$ cat config.mk
export PLATFORM = sky130hd
export DESIGN_NAME = mdu_unit
export DESIGN_NICKNAME = d
export VERILOG_FILES = /design/src/verilog/mdu_pkg.sv /design/src/verilog/mdu_unit.sv
export SDC_FILE = /design/constraint.sdc
export NUM_CORES = 2
export LEC_CHECK = 0
export CAP_MARGIN = 30
export CORE_MARGIN = 1.5
export CORE_UTILIZATION = 45
export DETAILED_ROUTE_END_ITERATION = 6
export DONT_BUFFER_PORTS = 1
export PLACE_DENSITY = 0.65
export SLEW_MARGIN = 40
export SYNTH_ARGS = -nofsm -noshare
export SYNTH_HDL_FRONTEND = slang
export SYNTH_SLANG_ARGS = --single-unit
$ cat constraint.sdc
create_clock -name core_clk -period 221.9 [get_ports core_clk]
set_clock_uncertainty 0.2 [all_clocks]
set_input_delay 22.19 -clock core_clk [delete_from_list [all_inputs] [get_ports core_clk]]
set_output_delay 22.19 -clock core_clk [all_outputs]
set_load 0.1 [all_outputs]
$ cat src/verilog/mdu_pkg.sv
// Purpose: Shared constants and types for the multiply/divide unit
// Assumes: Byte-wide special register access from the core, one clock
// Notes: Calculation times are whole system clock periods
package mdu_pkg;

    // Register selector values
    localparam logic [2:0] SEL_OPR0 = 3'h0;
    localparam logic [2:0] SEL_OPR1 = 3'h1;
    localparam logic [2:0] SEL_OPR2 = 3'h2;
    localparam logic [2:0] SEL_OPR3 = 3'h3;
    localparam logic [2:0] SEL_OPR4 = 3'h4;
    localparam logic [2:0] SEL_OPR5 = 3'h5;
    localparam logic [2:0] SEL_STAT = 3'h6;

    localparam int NUM_OPR = 6;

    // Status register fields
    localparam int STAT_ERR_BIT = 7;
    localparam int STAT_OVF_BIT = 6;

    // Reset values
    localparam logic [7:0] OPR_RST = 8'h00;
    localparam logic STAT_FLAG_RST = 1'b0;

    // Calculation times in system clock periods
    localparam logic [4:0] DIV32_PERIODS = 5'h11;
    localparam logic [4:0] DIV16_PERIODS = 5'h09;
    localparam logic [4:0] MUL_PERIODS = 5'h0b;

    localparam logic [15:0] PROD_LIMIT = 16'hffff;

    typedef enum logic [1:0] {
        OP_DIV32,
        OP_DIV16,
        OP_MUL
    } mdu_op_t;

    // Write-order tracker states, named by the registers written so far
    typedef enum logic [3:0] {
        SQ_NONE,
        SQ_R0,
        SQ_R01,
        SQ_R012,
        SQ_R0123,
        SQ_R01234,
        SQ_R014,
        SQ_R04,
        SQ_R041
    } mdu_seq_t;

    typedef struct packed {
        logic wr;
        logic rd;
        logic [2:0] sel;
        logic [7:0] wdata;
    } mdu_sfr_req_t;

endpackage : mdu_pkg

$ cat src/verilog/mdu_unit.sv
// Purpose: Multiply/divide unit driven by operand write order
// Assumes: Core issues at most one read or write per cycle on sfr_req
// Notes: Results are formed in one step at the end of the fixed time
`timescale 1ns/1ps
`default_nettype none

module mdu_unit (
    // Clock and reset
    input wire logic core_clk,
    input wire logic rst_n,
    // Special register access from the core
    input wire mdu_pkg::mdu_sfr_req_t sfr_req,
    output logic [7:0] sfr_rdata_ff,
    // State seen by the rest of the chip
    output logic busy_ff,
    output logic access_error_flag_ff,
    output logic overflow_flag_ff
);

    logic [7:0] opr_ff [mdu_pkg::NUM_OPR];
    mdu_pkg::mdu_seq_t seq_ff;
    mdu_pkg::mdu_seq_t nxt_seq;
    mdu_pkg::mdu_op_t op_ff;
    logic [4:0] cnt_ff;
    logic [4:0] start_cnt;

    logic opr_sel;
    logic opr_wr;
    logic opr_rd;
    logic start;
    mdu_pkg::mdu_op_t start_op;
    logic finish;

    logic [31:0] dividend;
    logic [15:0] divisor;
    logic [31:0] quot;
    logic [15:0] rem;
    logic [31:0] prod;
    logic div_zero;
    logic ovf_now;
    logic stat_rd;
    logic busy_acc;
    logic [7:0] stat_byte;

    // Selectors 0 to 5 are operands, 6 is status, 7 is unmapped
    assign opr_sel = (sfr_req.sel <= mdu_pkg::SEL_OPR5);
    assign opr_wr = sfr_req.wr && opr_sel;
    assign opr_rd = sfr_req.rd && opr_sel;
    assign stat_rd = sfr_req.rd && (sfr_req.sel == mdu_pkg::SEL_STAT);
    assign busy_acc = busy_ff && (opr_wr || opr_rd);
    // Last busy cycle; results and the overflow flag land on its closing edge
    assign finish = busy_ff && (cnt_ff == 5'h01);

    // Write-order tracking; reads and other registers leave it alone
    // An idle register zero write always restarts, so a broken order recovers
    always_comb begin
        nxt_seq = seq_ff;
        start = 1'b0;
        start_op = mdu_pkg::OP_DIV32;
        if (opr_wr && !busy_ff) begin
            unique case (sfr_req.sel)
                mdu_pkg::SEL_OPR0: nxt_seq = mdu_pkg::SQ_R0;
                mdu_pkg::SEL_OPR1: begin
                    if (seq_ff == mdu_pkg::SQ_R0) begin
                        nxt_seq = mdu_pkg::SQ_R01;
                    end else if (seq_ff == mdu_pkg::SQ_R04) begin
                        nxt_seq = mdu_pkg::SQ_R041;
                    end else begin
                        nxt_seq = mdu_pkg::SQ_NONE;
                    end
                end
                mdu_pkg::SEL_OPR2: begin
                    nxt_seq = (seq_ff == mdu_pkg::SQ_R01) ? mdu_pkg::SQ_R012
                                                           : mdu_pkg::SQ_NONE;
                end
                mdu_pkg::SEL_OPR3: begin
                    nxt_seq = (seq_ff == mdu_pkg::SQ_R012) ? mdu_pkg::SQ_R0123
                                                            : mdu_pkg::SQ_NONE;
                end
                mdu_pkg::SEL_OPR4: begin
                    if (seq_ff == mdu_pkg::SQ_R0123) begin
                        nxt_seq = mdu_pkg::SQ_R01234;
                    end else if (seq_ff == mdu_pkg::SQ_R01) begin
                        nxt_seq = mdu_pkg::SQ_R014;
                    end else if (seq_ff == mdu_pkg::SQ_R0) begin
                        nxt_seq = mdu_pkg::SQ_R04;
                    end else begin
                        nxt_seq = mdu_pkg::SQ_NONE;
                    end
                end
                mdu_pkg::SEL_OPR5: begin
                    // Any register five write ends the current order
                    nxt_seq = mdu_pkg::SQ_NONE;
                    case (seq_ff)
                        mdu_pkg::SQ_R01234: begin
                            start = 1'b1;
                            start_op = mdu_pkg::OP_DIV32;
                        end
                        mdu_pkg::SQ_R014: begin
                            start = 1'b1;
                            start_op = mdu_pkg::OP_DIV16;
                        end
                        mdu_pkg::SQ_R041: begin
                            start = 1'b1;
                            start_op = mdu_pkg::OP_MUL;
                        end
                        default: begin
                            start = 1'b0;
                        end
                    endcase
                end
                default: nxt_seq = seq_ff;
            endcase
        end
    end

    always_ff @(posedge core_clk or negedge rst_n) begin
        if (!rst_n) begin
            seq_ff <= mdu_pkg::SQ_NONE;
        end else begin
            seq_ff <= nxt_seq;
        end
    end

    // Calculation length of the operation about to start
    always_comb begin
        case (start_op)
            mdu_pkg::OP_DIV32: start_cnt = mdu_pkg::DIV32_PERIODS;
            mdu_pkg::OP_DIV16: start_cnt = mdu_pkg::DIV16_PERIODS;
            mdu_pkg::OP_MUL: start_cnt = mdu_pkg::MUL_PERIODS;
            default: start_cnt = mdu_pkg::DIV32_PERIODS;
        endcase
    end

    // Busy spans exactly the calculation time, from the edge after the start
    always_ff @(posedge core_clk or negedge rst_n) begin
        if (!rst_n) begin
            busy_ff <= 1'b0;
        end else if (start) begin
            busy_ff <= 1'b1;
        end else if (finish) begin
            busy_ff <= 1'b0;
        end
    end

    // Remaining busy cycles
    always_ff @(posedge core_clk or negedge rst_n) begin
        if (!rst_n) begin
            cnt_ff <= 5'h00;
        end else if (start) begin
            cnt_ff <= start_cnt;
        end else if (busy_ff) begin
            cnt_ff <= cnt_ff - 5'h01;
        end
    end

    // Running operation, held until the next start
    always_ff @(posedge core_clk or negedge rst_n) begin
        if (!rst_n) begin
            op_ff <= mdu_pkg::OP_DIV32;
        end else if (start) begin
            op_ff <= start_op;
        end
    end

    // Arithmetic on the operands, which cannot change while busy
    always_comb begin
        divisor = {opr_ff[5], opr_ff[4]};
        if (op_ff == mdu_pkg::OP_DIV32) begin
            dividend = {opr_ff[3], opr_ff[2], opr_ff[1], opr_ff[0]};
        end else begin
            dividend = {16'h0000, opr_ff[1], opr_ff[0]};
        end
        div_zero = (divisor == 16'h0000);
        // Zero divisor gives all-ones quotient and the low 16 bits of the dividend as remainder
        if (div_zero) begin
            quot = 32'hffffffff;
            rem = dividend[15:0];
        end else begin
            quot = dividend / {16'h0000, divisor};
            rem = 16'(dividend % {16'h0000, divisor});
        end
    end

    // Both 16-bit factors are unsigned
    always_comb begin
        prod = {16'h0000, opr_ff[1], opr_ff[0]} * {16'h0000, divisor};
    end

    // Overflow for the operation that is running
    always_comb begin
        if (op_ff == mdu_pkg::OP_MUL) begin
            ovf_now = (prod > {16'h0000, mdu_pkg::PROD_LIMIT});
        end else begin
            ovf_now = div_zero;
        end
    end

    // Operand and result registers
    always_ff @(posedge core_clk or negedge rst_n) begin
        if (!rst_n) begin
            for (int i = 0; i < mdu_pkg::NUM_OPR; i++) begin
                opr_ff[i] <= mdu_pkg::OPR_RST;
            end
        end else if (finish) begin
            case (op_ff)
                mdu_pkg::OP_DIV32: begin
                    opr_ff[0] <= quot[7:0];
                    opr_ff[1] <= quot[15:8];
                    opr_ff[2] <= quot[23:16];
                    opr_ff[3] <= quot[31:24];
                    opr_ff[4] <= rem[7:0];
                    opr_ff[5] <= rem[15:8];
                end
                mdu_pkg::OP_DIV16: begin
                    opr_ff[0] <= quot[7:0];
                    opr_ff[1] <= quot[15:8];
                    opr_ff[4] <= rem[7:0];
                    opr_ff[5] <= rem[15:8];
                end
                mdu_pkg::OP_MUL: begin
                    opr_ff[0] <= prod[7:0];
                    opr_ff[1] <= prod[15:8];
                    opr_ff[2] <= prod[23:16];
                    opr_ff[3] <= prod[31:24];
                end
                default: begin
                    opr_ff[0] <= opr_ff[0];
                end
            endcase
        end else if (opr_wr && !busy_ff) begin
            // Writes while busy are dropped so the running operands stay intact
            opr_ff[sfr_req.sel] <= sfr_req.wdata;
        end
    end

    // Status flags
    always_ff @(posedge core_clk or negedge rst_n) begin
        if (!rst_n) begin
            access_error_flag_ff <= mdu_pkg::STAT_FLAG_RST;
        end else if (busy_acc) begin
            // Setting takes priority over clearing
            access_error_flag_ff <= 1'b1;
        end else if (stat_rd && !busy_ff) begin
            access_error_flag_ff <= 1'b0;
        end
    end

    always_ff @(posedge core_clk or negedge rst_n) begin
        if (!rst_n) begin
            overflow_flag_ff <= mdu_pkg::STAT_FLAG_RST;
        end else if (finish) begin
            overflow_flag_ff <= ovf_now;
        end
    end

    // Status byte; the unused low bits read as zero
    always_comb begin
        stat_byte = 8'h00;
        stat_byte[mdu_pkg::STAT_ERR_BIT] = access_error_flag_ff;
        stat_byte[mdu_pkg::STAT_OVF_BIT] = overflow_flag_ff;
    end

    // Read data; reads never move the tracker or the results
    always_ff @(posedge core_clk or negedge rst_n) begin
        if (!rst_n) begin
            sfr_rdata_ff <= 8'h00;
        end else if (sfr_req.rd) begin
            if (opr_sel) begin
                // A busy read shows the live operand and only flags the error
                sfr_rdata_ff <= opr_ff[sfr_req.sel];
            end else if (sfr_req.sel == mdu_pkg::SEL_STAT) begin
                sfr_rdata_ff <= stat_byte;
            end else begin
                sfr_rdata_ff <= 8'h00;
            end
        end
    end

endmodule : mdu_unit

`default_nettype wire

==> run_results.csv <==
group,metric,value,unit
placement,gp_congestion,1.000,
clocking,clkTransAtPathRegs,0.08,ns
worst_hold_path,min_from,"opr_ff[18]",
clocking,cts.sinks,70,
synth,synth_cell_type_count,111,
setup_path,end_kind,"flip-flop",
setup_path,start_kind,"flip-flop",
clocking,post_cts_buffers,0,
routing,viasPerCell,6.270,
worst_hold_path,worstHoldPathType,"flip-flop to flip-flop",
timing,setup_violations,0,
timing,finalCritPeriodShare,44.92,%
setup_path,crit_arrival,99.76,ns
timing,tightest_slew,0.9341,ns
final_layout,drive_gt1_share,7.263,%
floorplan,fp.dieH,280.6,µm
timing,final.setup.tns,0,ns
setup_path,criticalPathCategory,"flip-flop to flip-flop",
grt,grt_pass1_vias,33250,
clocking,cts_root_buffer,"clkbuf_16",
clocking,h-tree-depth,3,
synth,avgSynthCellArea,7.429,µm²
final_layout,utilization,47.71,%
timing,fmax,10.03,MHz
worst_hold_path,hold_depth,2,
clocking,cts_tree,"yes",
setup_path,crit_fanout,37,
synth,synth_commonest_cells,"nand2_1 (522), ha_1 (507), nor2_1 (400), inv_1 (326), a21oi_1 (296)",
job,drv_cap,0,
grt,grt.overflow.total,0,
floorplan,die_width,280.6,µm
timing,finalCriticalPeriod,99.69,ns
setup_path,critPathMaxStageDelay,0.88,ns
floorplan,placeableCoreArea,76080,µm²
routing,drt_first_pass_iters,6,
synth,synth_nets,5386,
routing,ant_nets,0,
setup_path,timing.critical_path.buf_inv,20,
synth,synth_top_area_cell,"ha_1",
final_layout,syn2layout_area_growth,4.628,%
routing,drt-initial-drc-count,3407,
setup_path,slowest_stage,"or4_1",
floorplan,rows,101,
synth,synth_area,34690,µm²
synth,ys_warn_count,0,
timing,slew_headroom,37.28,%
routing,drc_errors,0,
grt,antenna_found_initial,5,
clocking,ctsResizeCount,0,
setup_path,cp_data_required_time,221.97,ns
clocking,cts_made_buffers,9,
setup_path,crit_path_frequent_cell,"o21a_1",
setup_path,path_depth,418,
floorplan,initial_utilization,45.60,%
floorplan,io_pins,26,
routing,wirelength,117100,µm
setup_path,crit_family,"compound AO/OA/AOI/OAI gates",
routing,dr_total_vias,35220,
timing,slew_violations,0,
clocking,clockBufferDepth,2,
final_layout,nets,5297,
synth,synth_flop_cell,"dfrtp_1",
outcome,outcome,"complete, no violations",
timing,finalHoldViolCount,0,
setup_path,r2r_cells,418,
synth,async_reset_ff_share,100.0,%
grt,grt_usage,29.58,%
clocking,hold_buffers,0,
clocking,clkLatencyLatePin,0.38,ns
synth,synthTopCellsByArea,"ha_1 (18%), fa_1 (11%), nand2_1 (5.6%)",
routing,wire_per_inst,20.85,µm
placement,hpwl,89260,µm
synth,synth.most_common_cell,"nand2_1",
synth,synth_top_area_share,18.29,%
synth,ys_seq_elements,70,
synth,synthCells,4669,
timing,rsz0062_at_grt,"false",
synth,seq_area_frac_synth,5.050,%
setup_path,cp-startpoint,"divisor[14]",
floorplan,die_area,78760,µm²
grt,grt_max_degree,71,
synth,synth_edf_count,0,
setup_path,reg2reg_from,"divisor[14]",
placement,port_buffers,0,
grt,grt_pass1_wl,185800,µm
==> cell families after synthesis <==
group	count (synthesis)	share of synthesized area [%]
AOI/OAI and AO/OA	1371	27.17
adders and majority gates	703	29.57
muxes	140	4.660
xor gates and xnor gates	187	4.722
buffers and inverters	512	5.638
DFF	70	5.050
and+or+nand+nor	1686	23.19
==> final timing paths <==
kind | end | slack [ns]
hold / removal | opr_ff[18] | 0.32
setup reg to reg | divisor[8] | 122.21
hold reg to reg | opr_ff[18] | 0.32
max in group asynchronous | sfr_rdata_ff[2] | 200.06
setup / recovery | divisor[8] | 122.21
min in group asynchronous | cnt_ff[4] | 21.30
==> layout by cell type, fill, tap and decap left out, types with 18 or more instances in the layout <==
cell and n:
fa_1 195, a21o_1 90, dfrtp_1 61, o211ai_1 40
a221oi_1 20, nand2b_1 38, nor4_1 21, and3_1 33
nand4_1 35, or2_2 45, mux2_2 82, o21a_1 209
nand3_1 97, mux2i_1 45, inv_1 325, o21bai_1 31
a21oi_1 293, or3_1 43, o21ai_0 194, xnor2_1 118
a211oi_1 25, xor2_1 68, or4_1 18, nor2_1 393
a31oi_1 49, nor3_1 238, buf_4 80, and2_1 106
ha_1 507, nand2_1 522, o31ai_1 134, nor2b_1 25
==> worst min-delay path: cells and delay by family, from the launching register on <==
family,cells,cell delay [ns]
flops,1,0.37
simple gates,1,0.05
compound gates,1,0.06
==> per-stage QoR <==
stage	worst slack, ns	area [µm²]	cells	hold WS [ns]
2_1_floorplan	129.29	34690	4669	0.2582
3_3_place_gp	125.25	35900	5597	0.2838
3_5_place_dp	123.10	35960	5599	0.2991
4_1_cts	122.77	36250	5615	0.3152
5_1_grt	114.80	36290	5615	0.3614
6_report	122.21	36290	5617	0.3170
==> layout make-up <==
class                           instances  area, µm²
Multi-Input combinational cell       4087      31100
Antenna cell                            2      5.005
Timing Repair Buffer                   81      605.6
Clock buffer                            9      225.2
Sequential cell                        70       1763
Fill cell                            7666      39780
Inverter                              331       1242
Tap cell                             1030       1289
Clock inverter                          7      65.06
==> sequential cells by signal (all words and copies together), names as in the netlist <==
name,flops
access_error_flag_ff,1
overflow_flag_ff,1
opr_ff,32
divisor,16
op_ff,2
sfr_rdata_ff,8
seq_ff,4
busy_ff,1
cnt_ff,5
==> routing by layer <==
layer / GRT usage [%] / part of all wire (%) / routed length (µm) / vias to the layer above
met2: 45.05 / 41 / 48340 / 1486
met3: 7.136 / 10 / 11820 / 301
met4: 10.55 / 4.2 / 4914 / 10
met1: 40.43 / 44 / 51970 / 16520
li1: - / - / - / 16910
met5: 0 / 0.062 / 73 / -
Power is left out: the tool's default activity adds up to more than one toggle a clock period on the data nets, which glitch-free logic cannot reach.
